$ cat config.mk
export PLATFORM = sky130hd
export DESIGN_NAME = dmc_pins
export DESIGN_NICKNAME = d
export VERILOG_FILES = /design/src/core/dmc_pkg.sv /design/src/core/dmc_decode.sv /design/src/core/dmc_pins.sv
export SDC_FILE = /design/constraint.sdc
export NUM_CORES = 1
export LEC_CHECK = 0
export ABC_AREA = 1
export BUFFER_PORTS_ARGS = -buffer_cell sky130_fd_sc_hd__buf_4
export CORE_MARGIN = 2
export CORE_UTILIZATION = 40
export CTS_BUF_LIST = sky130_fd_sc_hd__clkbuf_4
export CTS_CLUSTER_DIAMETER = 120
export DETAILED_ROUTE_END_ITERATION = 6
export HOLD_SLACK_MARGIN = 0.05
export PLACE_DENSITY = 0.78
export SLEW_MARGIN = 0
export SYNTH_ARGS = -nofsm -noshare
export SYNTH_HDL_FRONTEND = slang
export SYNTH_HIERARCHICAL = 1
export SYNTH_SLANG_ARGS = --single-unit
$ cat constraint.sdc
create_clock -name clk -period 1.6 [get_ports clk]
set_input_delay 0.32 -clock clk [delete_from_list [all_inputs] [get_ports clk]]
set_output_delay 0.32 -clock clk [all_outputs]
set_load 0.005 [all_outputs]
$ cat src/core/dmc_pkg.sv
// Package for the module command-pin front end.
// Assumes one clock domain at 250 MHz with pins already sampled on that clock.
package dmc_pkg;
   localparam int ROW_W = 18;
   localparam int BG_W = 2;
   localparam int BA_W = 2;
   localparam int CID_W = 3;
   localparam int ROW_HI_POS = 14;
   localparam logic [1:0] STACK_NONE = 2'h0;
   localparam logic [1:0] STACK_2 = 2'h1;
   localparam logic [1:0] STACK_4 = 2'h2;
   localparam logic [1:0] STACK_8 = 2'h3;

   typedef struct packed {
      logic cs_n;
      logic act_n;
      logic ras_n;
      logic cas_n;
      logic we_n;
      logic [CID_W-1:0] cid;
      logic [BG_W-1:0] bg;
      logic [BA_W-1:0] ba;
      logic [ROW_W-1:0] addr;
   } dmc_cmd_type;

   typedef enum logic [4:0] {
      CMD_DESEL = 5'h01,
      CMD_ACT = 5'h02,
      CMD_RDWR = 5'h04,
      CMD_OTHER = 5'h08,
      CMD_NOP = 5'h10
   } dmc_kind_type;

   typedef enum logic [3:0] {
      ST_ACTIVE = 4'h1,
      ST_PRE_PD = 4'h2,
      ST_ACT_PD = 4'h4,
      ST_SREF = 4'h8
   } dmc_pwr_type;

   typedef struct packed {
      logic clocks_on;
      logic cmd_buf_on;
      logic ctl_buf_on;
      logic drv_on;
   } dmc_gate_type;
endpackage : dmc_pkg

$ cat src/core/dmc_decode.sv
// Combinational command decoder for one sampled command word.
// Assumes the caller registers its results.
`timescale 1ns/1ps
module dmc_decode
   import dmc_pkg::*;
(
   input wire dmc_cmd_type cmd,
   input wire logic [1:0] stack_mode,
   input wire logic [CID_W-1:0] my_slice,
   output dmc_kind_type kind,
   output logic [ROW_W-1:0] row,
   output logic hit
);
   function automatic logic [CID_W-1:0] cid_mask(input logic [1:0] mode);
      case (mode)
         STACK_2: cid_mask = 3'h1;
         STACK_4: cid_mask = 3'h3;
         STACK_8: cid_mask = 3'h7;
         default: cid_mask = 3'h0;
      endcase
   endfunction : cid_mask

   always_comb begin
      hit = !cmd.cs_n;
      if ((cmd.cid & cid_mask(stack_mode)) != (my_slice & cid_mask(stack_mode))) begin
         hit = 1'b0;
      end
      row = cmd.addr;
      kind = CMD_DESEL;
      if (hit) begin
         if (!cmd.act_n) begin
            kind = CMD_ACT;
            row[ROW_HI_POS+2] = cmd.ras_n;
            row[ROW_HI_POS+1] = cmd.cas_n;
            row[ROW_HI_POS] = cmd.we_n;
         end else if (cmd.ras_n && cmd.cas_n && cmd.we_n) begin
            kind = CMD_NOP;
         end else if (cmd.ras_n && !cmd.cas_n) begin
            kind = CMD_RDWR;
         end else begin
            kind = CMD_OTHER;
         end
      end
   end
endmodule : dmc_decode

$ cat src/core/dmc_pins.sv
// Command-pin front end of a single-rank memory module: sampling, power states, termination.
// Assumes pins are synchronous to clk, sampled on the rising edge of the true clock.
//
// Behaviour
// - Capture all inputs on rising clock edge; sref_req, rtt_nom_en, stack_mode, my_slice, bank_open are used unregistered.
// - Clock enable gates clocks, buffers, drivers.
// - Low enable: idle gives precharge/self-refresh, else active.
// - Self-refresh exit recognised from sampled enable.
// - Power-down keeps only termination, enable buffers; clocks are gated.
// - Self-refresh keeps only enable buffer.
// - Chip select high masks the command.
// - Chip select is part of command code.
// - Chip identifier used only for stacked parts.
// - Chip identifier joins command code when used.
// - Termination pin high enables nominal termination.
// - Termination applies to data pins only.
// - Termination pin ignored when disabled in setup.
// - Activation pin with select marks activate.
// - Activate takes strobe pins as row bits 16..14.
// - Activation pin high decodes strobes as command.
`timescale 1ns/1ps
module dmc_pins
   import dmc_pkg::*;
#(
   parameter int NBANKS = 16
)
(
   input wire logic clk,
   input wire logic rstn,
   input wire dmc_cmd_type cmd_pin,
   input wire logic cke,
   input wire logic odt,
   input wire logic sref_req,
   input wire logic rtt_nom_en,
   input wire logic [1:0] stack_mode,
   input wire logic [CID_W-1:0] my_slice,
   input wire logic [NBANKS-1:0] bank_open,
   output dmc_kind_type cmd_kind,
   output logic cmd_valid,
   output logic [ROW_W-1:0] cmd_row,
   output logic [BG_W-1:0] cmd_bg,
   output logic [BA_W-1:0] cmd_ba,
   output dmc_pwr_type pwr_state,
   output dmc_gate_type gates,
   output logic data_term_on,
   output logic sref_exit
);
   ////////////////////////////////////////////////////////////////////////////
   // Input sampling; command buffers are gated off in low-power states.
   dmc_cmd_type cap;
   dmc_cmd_type next_cap;
   logic cke_q;
   logic next_cke_q;
   logic odt_q;
   logic next_odt_q;
   dmc_kind_type dec_kind;
   logic [ROW_W-1:0] dec_row;
   logic dec_hit;

   // A gated buffer presents a deselect, so a sleeping part never sees a command.
   always_comb begin
      next_cap = cmd_pin;
      if (!gates.cmd_buf_on) begin
         next_cap = cap;
         next_cap.cs_n = 1'b1;
      end
      next_cke_q = cke;
      next_odt_q = 1'b0;
      if (gates.ctl_buf_on) begin
         next_odt_q = odt;
      end
   end

   // The sampled enable resets high, so leaving reset is never taken as a power-down.
   always_ff @(posedge clk) begin
      if (!rstn) begin
         cap <= '1;
         cke_q <= 1'b1;
         odt_q <= 1'b0;
      end else begin
         cap <= next_cap;
         cke_q <= next_cke_q;
         odt_q <= next_odt_q;
      end
   end

   dmc_decode u_dec (
      .cmd(cap),
      .stack_mode(stack_mode),
      .my_slice(my_slice),
      .kind(dec_kind),
      .row(dec_row),
      .hit(dec_hit)
   );

   ////////////////////////////////////////////////////////////////////////////
   // Power state machine driven by the sampled clock enable.
   dmc_pwr_type next_pwr;
   dmc_gate_type next_gates;
   logic next_exit;

   // One place decides which buffers and clocks a power state keeps alive.
   function automatic dmc_gate_type gates_for(input dmc_pwr_type s);
      dmc_gate_type g;
      g.clocks_on = (s == ST_ACTIVE);
      g.drv_on = (s == ST_ACTIVE);
      g.cmd_buf_on = (s == ST_ACTIVE);
      g.ctl_buf_on = (s != ST_SREF);
      return g;
   endfunction : gates_for

   always_comb begin
      next_pwr = pwr_state;
      next_exit = 1'b0;
      case (pwr_state)
         ST_ACTIVE: begin
            if (!cke_q) begin
               if (|bank_open) begin
                  next_pwr = ST_ACT_PD;
               end else if (sref_req) begin
                  next_pwr = ST_SREF;
               end else begin
                  next_pwr = ST_PRE_PD;
               end
            end
         end
         ST_PRE_PD, ST_ACT_PD: begin
            if (cke_q) begin
               next_pwr = ST_ACTIVE;
            end
         end
         ST_SREF: begin
            if (cke_q) begin
               next_pwr = ST_ACTIVE;
               next_exit = 1'b1;
            end
         end
         default: next_pwr = ST_ACTIVE;
      endcase
      next_gates = gates_for(next_pwr);
   end

   always_ff @(posedge clk) begin
      if (!rstn) begin
         pwr_state <= ST_ACTIVE;
         gates <= 4'hF;
         sref_exit <= 1'b0;
      end else begin
         pwr_state <= next_pwr;
         gates <= next_gates;
         sref_exit <= next_exit;
      end
   end

   ////////////////////////////////////////////////////////////////////////////
   // Registered command outputs and data-pin termination.
   // Termination drives only the data-side enable; command pins have none.
   // Outputs cost one cycle of latency so that each of them leaves a flip-flop.
   dmc_kind_type next_cmd_kind;
   logic next_cmd_valid;
   logic [ROW_W-1:0] next_cmd_row;
   logic [BG_W-1:0] next_cmd_bg;
   logic [BA_W-1:0] next_cmd_ba;
   logic next_data_term_on;

   always_comb begin
      next_cmd_kind = dec_kind;
      next_cmd_valid = dec_hit && gates.clocks_on;
      next_cmd_row = dec_row;
      next_cmd_bg = cap.bg;
      next_cmd_ba = cap.ba;
      next_data_term_on = odt_q && rtt_nom_en;
   end

   always_ff @(posedge clk) begin
      if (!rstn) begin
         cmd_kind <= CMD_DESEL;
         cmd_valid <= 1'b0;
         cmd_row <= '0;
         cmd_bg <= '0;
         cmd_ba <= '0;
         data_term_on <= 1'b0;
      end else begin
         cmd_kind <= next_cmd_kind;
         cmd_valid <= next_cmd_valid;
         cmd_row <= next_cmd_row;
         cmd_bg <= next_cmd_bg;
         cmd_ba <= next_cmd_ba;
         data_term_on <= next_data_term_on;
      end
   end

   ////////////////////////////////////////////////////////////////////////////
   // Checks.
   chk_cs_masks: assert property (@(posedge clk) disable iff (!rstn)
      cap.cs_n |=> !cmd_valid && cmd_kind == CMD_DESEL)
      else $error("Command with select high not masked.");
   chk_act_row: assert property (@(posedge clk) disable iff (!rstn)
      (dec_hit && !cap.act_n) |=> cmd_kind == CMD_ACT
         && cmd_row[ROW_HI_POS+2:ROW_HI_POS] == $past({cap.ras_n, cap.cas_n, cap.we_n}))
      else $error("Activate row bits wrong.");
   chk_rdwr_decode: assert property (@(posedge clk) disable iff (!rstn)
      (dec_hit && cap.act_n && cap.ras_n && !cap.cas_n) |=> cmd_kind == CMD_RDWR)
      else $error("Read or write not decoded.");
   chk_term_gate: assert property (@(posedge clk) disable iff (!rstn)
      !rtt_nom_en |=> !data_term_on)
      else $error("Termination on while disabled.");
   chk_term_on: assert property (@(posedge clk) disable iff (!rstn)
      (odt && gates.ctl_buf_on && rtt_nom_en) ##1 rtt_nom_en |=> data_term_on)
      else $error("Termination not applied.");
   chk_pd_entry: assert property (@(posedge clk) disable iff (!rstn)
      (pwr_state == ST_ACTIVE && !cke_q && |bank_open) |=> pwr_state == ST_ACT_PD)
      else $error("Active power-down not entered.");
   chk_sref_exit: assert property (@(posedge clk) disable iff (!rstn)
      (pwr_state == ST_SREF && cke_q) |=> sref_exit && pwr_state == ST_ACTIVE)
      else $error("Self-refresh exit missed.");
   chk_sref_bufs: assert property (@(posedge clk) disable iff (!rstn)
      pwr_state == ST_SREF |-> !gates.ctl_buf_on && !gates.cmd_buf_on && !gates.drv_on)
      else $error("Buffers on in self-refresh.");
   chk_pd_bufs: assert property (@(posedge clk) disable iff (!rstn)
      (pwr_state == ST_PRE_PD || pwr_state == ST_ACT_PD)
         |-> gates.ctl_buf_on && !gates.cmd_buf_on)
      else $error("Power-down buffer gating wrong.");
   chk_clk_gate: assert property (@(posedge clk) disable iff (!rstn)
      gates.clocks_on == (pwr_state == ST_ACTIVE))
      else $error("Clock gating out of step.");

   ////////////////////////////////////////////////////////////////////////////
   // Checks on capture and decode; apart from the enable-sampling check, they watch the captured word, not the pins.
   chk_valid_kind: assert property (@(posedge clk) disable iff (!rstn)
      cmd_valid |-> cmd_kind != CMD_DESEL)
      else $error("Valid command reported as deselect.");
   chk_nop_decode: assert property (@(posedge clk) disable iff (!rstn)
      (dec_hit && cap.act_n && cap.ras_n && cap.cas_n && cap.we_n)
         |=> cmd_kind == CMD_NOP)
      else $error("No-operation not decoded.");
   chk_other_decode: assert property (@(posedge clk) disable iff (!rstn)
      (dec_hit && cap.act_n && !(cap.ras_n && cap.cas_n && cap.we_n)
         && !(cap.ras_n && !cap.cas_n)) |=> cmd_kind == CMD_OTHER)
      else $error("Other command not decoded.");
   chk_row_pass: assert property (@(posedge clk) disable iff (!rstn)
      (dec_hit && cap.act_n) |=> cmd_row == $past(cap.addr))
      else $error("Address altered outside activate.");
   chk_cmd_bank: assert property (@(posedge clk) disable iff (!rstn)
      dec_hit |=> cmd_bg == $past(cap.bg) && cmd_ba == $past(cap.ba))
      else $error("Bank address not carried.");
   chk_stack_none: assert property (@(posedge clk) disable iff (!rstn)
      (stack_mode == STACK_NONE && !cap.cs_n) |-> dec_hit)
      else $error("Unstacked part ignored a selected command.");
   chk_slice_miss: assert property (@(posedge clk) disable iff (!rstn)
      (!cap.cs_n && stack_mode == STACK_8 && cap.cid != my_slice) |-> !dec_hit)
      else $error("Command for another slice accepted.");
   chk_valid_awake: assert property (@(posedge clk) disable iff (!rstn)
      cmd_valid |-> $past(gates.clocks_on))
      else $error("Command reported with clocks off.");
   chk_sleep_desel: assert property (@(posedge clk) disable iff (!rstn)
      !gates.cmd_buf_on |=> cap.cs_n)
      else $error("Command captured through a gated buffer.");
   chk_cke_sample: assert property (@(posedge clk) disable iff (!rstn)
      rstn |=> cke_q == $past(cke))
      else $error("Clock enable not sampled.");

   ////////////////////////////////////////////////////////////////////////////
   // Checks on power states, gating and termination.
   chk_ppd_entry: assert property (@(posedge clk) disable iff (!rstn)
      (pwr_state == ST_ACTIVE && !cke_q && !(|bank_open) && !sref_req)
         |=> pwr_state == ST_PRE_PD)
      else $error("Precharge power-down not entered.");
   chk_sref_entry: assert property (@(posedge clk) disable iff (!rstn)
      (pwr_state == ST_ACTIVE && !cke_q && !(|bank_open) && sref_req)
         |=> pwr_state == ST_SREF)
      else $error("Self-refresh not entered.");
   chk_pd_hold: assert property (@(posedge clk) disable iff (!rstn)
      ((pwr_state == ST_PRE_PD || pwr_state == ST_ACT_PD) && !cke_q)
         |=> $stable(pwr_state))
      else $error("Power-down left with enable low.");
   chk_pd_wake: assert property (@(posedge clk) disable iff (!rstn)
      ((pwr_state == ST_PRE_PD || pwr_state == ST_ACT_PD) && cke_q)
         |=> pwr_state == ST_ACTIVE && !sref_exit)
      else $error("Power-down exit wrong.");
   chk_sref_hold: assert property (@(posedge clk) disable iff (!rstn)
      (pwr_state == ST_SREF && !cke_q) |=> pwr_state == ST_SREF && !sref_exit)
      else $error("Self-refresh left with enable low.");
   chk_exit_pulse: assert property (@(posedge clk) disable iff (!rstn)
      sref_exit |=> !sref_exit)
      else $error("Self-refresh exit pulse too long.");
   chk_awake_gates: assert property (@(posedge clk) disable iff (!rstn)
      pwr_state == ST_ACTIVE |-> gates.clocks_on && gates.cmd_buf_on
         && gates.ctl_buf_on && gates.drv_on)
      else $error("Gate off while active.");
   chk_pd_drivers: assert property (@(posedge clk) disable iff (!rstn)
      pwr_state != ST_ACTIVE |-> !gates.clocks_on && !gates.drv_on)
      else $error("Clocks or drivers on while asleep.");
   chk_odt_gate: assert property (@(posedge clk) disable iff (!rstn)
      !gates.ctl_buf_on |=> !odt_q)
      else $error("Termination pin taken through a gated buffer.");
   chk_odt_sample: assert property (@(posedge clk) disable iff (!rstn)
      gates.ctl_buf_on |=> odt_q == $past(odt))
      else $error("Termination pin not sampled.");

   cov_act: cover property (@(posedge clk) disable iff (!rstn) cmd_kind == CMD_ACT);
   cov_sref: cover property (@(posedge clk) disable iff (!rstn) sref_exit);
   cov_apd: cover property (@(posedge clk) disable iff (!rstn) pwr_state == ST_ACT_PD);
   cov_term: cover property (@(posedge clk) disable iff (!rstn) data_term_on);
   cov_ppd: cover property (@(posedge clk) disable iff (!rstn) pwr_state == ST_PRE_PD);
endmodule : dmc_pins

Word level (Yosys, flattened, before mapping)

Cells that the tools add are included.
W data, S select, Z words.

Register bits: 68
Input port bits: 57

Equality and inequality tests: 10
Multiplexer cells: 13
Bitwise operators: 5
Reductions and logical operators: 15

Operators by type and width:

| cell                 | number |
|---|---|
| $mux W4              | 5 |
| $reduce_or A16 Y1    | 1 |
| $pmux W3 S3          | 1 |
| $eq A4 B1 Y1 const B | 2 |
| $pmux W4 S2          | 1 |
| $reduce_and A2 Y1    | 4 |
| $and A3 B3 Y3        | 2 |
| $mux W3              | 2 |
| $logic_and A1 B1 Y1  | 5 |
| $mux W5              | 1 |
| $eq A2 B2 Y1 const B | 2 |
| $eq A4 B2 Y1 const B | 1 |
| $eq A4 B3 Y1 const B | 1 |
| $eq A4 B4 Y1 const B | 1 |
| $ne A4 B4 Y1 const B | 1 |
| $reduce_or A4 Y1     | 1 |
| $ne A3 B3 Y1         | 1 |
| $not A1 Y1           | 3 |
| $reduce_and A3 Y1    | 1 |
| $reduce_or A3 Y1     | 1 |
| $eq A2 B1 Y1 const B | 1 |
| $logic_not A1 Y1     | 2 |
| $mux W1              | 2 |
| $mux W2              | 1 |

Logic depth before layout (Yosys ltp)

Word-level depth: 7
Gate-level depth with buffers: 9
Gate-level depth less buffers: 9

Hierarchy

The synthesis kept the hierarchy.

By module, submodules not included:

| module     | times used | cells each | area an instance (µm²) | sequential area each (µm²) |
|---|---|---|---|---|
| dmc_pins   | 1          | 289        | 2326.0                 | 1361.3 |
| dmc_decode | 1          | 70         | 407.9                  | 0.0 |

Least setup slack after synthesis

OpenSTA, ideal clock, no wires.

Kind: input-to-reg
Start: input my_slice[1]
End: register cmd_kind[0]
Library setup time: 0.123 ns
Arrival: 1.017 ns
Required time: 1.477 ns
Setup slack: 0.460 ns
Stages: 7
Cells stage by stage: inv_1 nand2_1 nand3_2 nand2_4 nor2_8 inv_4 or2_2

Cells in the longest elaborated chain, start to end: 4

Ends and longest elaborated chain:

| element                     | line             | text |
|---|---|---|
| start, declared             | dmc_pins.sv:36   | `input wire logic [CID_W-1:0] my_slice,` |
| $and A3 B3 Y3               | dmc_decode.sv:25 | `if ((cmd.cid & cid_mask(stack_mode)) != (my_slice & cid_mask(stack_mode))) begin` |
| $ne A3 B3 Y1                | dmc_decode.sv:25 |  |
| $mux W1                     | dmc_decode.sv:25 |  |
| via dec_hit                 | dmc_pins.sv:58   | `logic dec_hit;` |
| $reduce_and A2 Y1 (no line) | -                |  |
| end signal, assigned        | dmc_pins.sv:184  | `cmd_kind <= next_cmd_kind;` |
| end, declared               | dmc_pins.sv:38   | `output dmc_kind_type cmd_kind,` |

The timed path passes the listed nets, and every way through them passes these cells.
A chain may end at the register's enable or synchronous reset.

==> flow_summary_export.csv <==
group,metric,value,unit
clock_network,hold_buffers,0,
drt,dr_total_vias,2330,
global_routing,grt_max_degree,34,
drt,wl_per_cell,10.72,um
timing,max_slew_margin,0.4172,
timing,period_minus_slack,1.489,ns
timing,tns,0,ns
power_and_ir_drop,p_per_area,975.0,mW/mm^2
timing,rsz0062_at_grt,"no",
cells_and_area,fill_cells,640,
clock_network,cts_root_buffer,"clkbuf_4",
drt,drt_iter0_markers,84,
timing,maxSlewViolCount,0,
logic_synthesis,synthesis.nets,416,
global_routing,track_usage,0.1613,
cells_and_area,seqCellArea,0.001361,mm^2
critical_path,crit_type,"reg -> out",
placed_design,portBuffers,94,
logic_synthesis,syn_area,0.002734,mm^2
floorplanning,die-area,0.007512,mm^2
power_and_ir_drop,finalPower,3.431,mW
cells_and_area,multiInputGateArea,988.4,um^2
global_routing,grt_antenna_before_repair,0,
timing,final_hold_viol_count,0,
floorplanning,die_x,86.67,um
logic_synthesis,synth_edf_count,0,
critical_path,critPathLaunchType,"flop",
global_routing,grt_pass1_vias,2267,
cells_and_area,n_antenna_cell,0,
placed_design,place_congestion,0.7901,
power_and_ir_drop,leakagePower,1.925,nW
min_path,hold_class,"in -> reg",
clock_network,numCtsBuffers,9,
logic_synthesis,yosys-top-cells-count,"nand2_1 (117), dfxtp_1 (68), inv_1 (48)",
logic_synthesis,synth_ff_type,"dfxtp_1",
floorplanning,start_util,0.4069,
critical_path,crit_path_end_kind,"output pin",
clock_network,cts_tree,"yes",
timing,whs,0.09671,ns
logic_synthesis,synth.most_common_cell,"nand2_1",
timing,setup_slack,0.1107,ns
cells_and_area,final_util,0.5237,
critical_path,arrival,1.17,ns
global_routing,grt_first_pass_wirelength,9459,um
drt,drt-vias-per-instance,4.472,
cells_and_area,drive_gt1_frac,0.3107,
floorplanning,core_area,0.006719,mm^2
clock_network,cts_buffer_depth,2,
floorplanning,io_pins,95,
drt,wl,5583,um
run_status,outcome,"complete, no violations",
global_routing,overflow,0,
logic_synthesis,synth_top_cell_area_share,0.4979,
logic_synthesis,ys_seq_elements,68,
logic_synthesis,synthCells,359,
run,drv_cap,0,
cells_and_area,syn_to_final_growth,28.70,%
floorplanning,rows,30,
logic_synthesis,synthArstFlopShare,0,
timing,post-route-period-util,0.9308,
logic_synthesis,yosys.area.top_type,"dfxtp_1",
power_and_ir_drop,ir_drop,0.0003794,V
placed_design,dpl.cell_count,505,
timing,worst_pin_slew,0.8732,ns
timing,finalSetupViolCount,0,
logic_synthesis,ys_warn_count,6,
placed_design,placed_area,0.003368,mm^2
clock_network,postCtsSetupRepairBufs,0,
logic_synthesis,yosysSeqAreaShare,0.4979,
clock_network,cts.clk_slew.worst_paths,0.11,ns
drt,firstDrtPassIters,4,
timing,fmax,671.5,MHz
placed_design,hpwl,4081,um
cells_and_area,final_nets,493,
critical_path,required,1.28,ns
cells_and_area,finalNonFillerCells,521,
logic_synthesis,yosys.cell_types.count,29,
drt,drtAntennaViolNets,0,
cells_and_area,fin_area,0.003518,mm^2
logic_synthesis,synth_area_leaders,"dfxtp_1 (50%), nand2_1 (16%), inv_1 (6.6%)",
floorplanning,die_h,86.67,um
clock_network,clock_sinks,68,
timing,skew,0.009290,ns
drt,route.detailed.drc,0,
placed_design,dp_slack,0.2849,ns
logic_synthesis,syn_area_per_cell,7.615,um^2
critical_path,critPathMaxFanout,33,
clock_network,clk_latency,0.40,ns
clock_network,cts_max_level,3,
-- registers in the layout (all words and copies together) (netlist names), 2 cells and up --
signal and cells:
pwr_state 4, gates 2, cap 26, cmd_ba 2
next_cmd_bg 2, cmd_bg 2, cmd_row 18, cmd_kind 5
next_cmd_ba 2
-- worst max-delay path, stage by stage, from the launching register on --
cell and delay [ns]:
dfxtp_1 0.37, buf_8 0.23, buf_4 0.15
-- kinds of logic after synthesis --
family | Yosys count | share of synthesized area
and+or+nand+nor | 202 | 0.3442
DFF | 68 | 0.4979
buffers and inverters | 81 | 0.1405
AOI/OAI and AO/OA | 8 | 0.01739
-- placed cells by master, fill, tap and decap left out, types with 4 or more instances in the layout --
| master | instances |
|---|---|
| nor2_1 | 21 |
| nand2_1 | 117 |
| nand3_1 | 35 |
| nor2_2 | 5 |
| clkbuf_4 | 9 |
| nand3_2 | 5 |
| o21ai_0 | 4 |
| buf_4 | 96 |
| dfxtp_1 | 68 |
| inv_1 | 48 |
-- power by group --
part	leakage, nW	switching [mW]	internal [mW]
Sequential	0.566	0.0540	1.80
Combinational	1.29	0.215	0.243
Clock	0.0690	0.635	0.483
-- routing by layer --
metal | routed length (um) | global-route usage | part of all wire
met4 | 65 | 0.05824 | 0.012
met5 | 0 | 0 | 0
met1 | 2414 | 0.1766 | 0.43
met3 | 319 | 0.05810 | 0.057
met2 | 2785 | 0.2860 | 0.50
-- final timing paths --
path / endpoint / slack [ns] / from / cells past startpoint
setup reg to reg: next_cmd_bg[0] / 0.33 / gates[0] / 3
hold / removal: cke_q / 0.1 / cke / 2
setup / recovery: gates[2] / 0.11 / gates[0] / 2
hold reg to reg: cmd_bg[1] / 0.43 / next_cmd_bg[1] / 2
-- final cells by class --
class | instances | share of cell area
Inverter | 50 | 0.05405
Clock inverter | 7 | 0.02134
Clock buffer | 9 | 0.01920
Tap cell | 80 | 0.02845
Multi-Input combinational cell | 210 | 0.2809
Timing Repair Buffer | 97 | 0.2091
Sequential cell | 68 | 0.3869
-- what timing repair did --
action,in CTS,in global routing
resized for setup,1,1
cloned,0,0
setup endpoints to repair,3,3
Power figures use the tool's default switching activity.
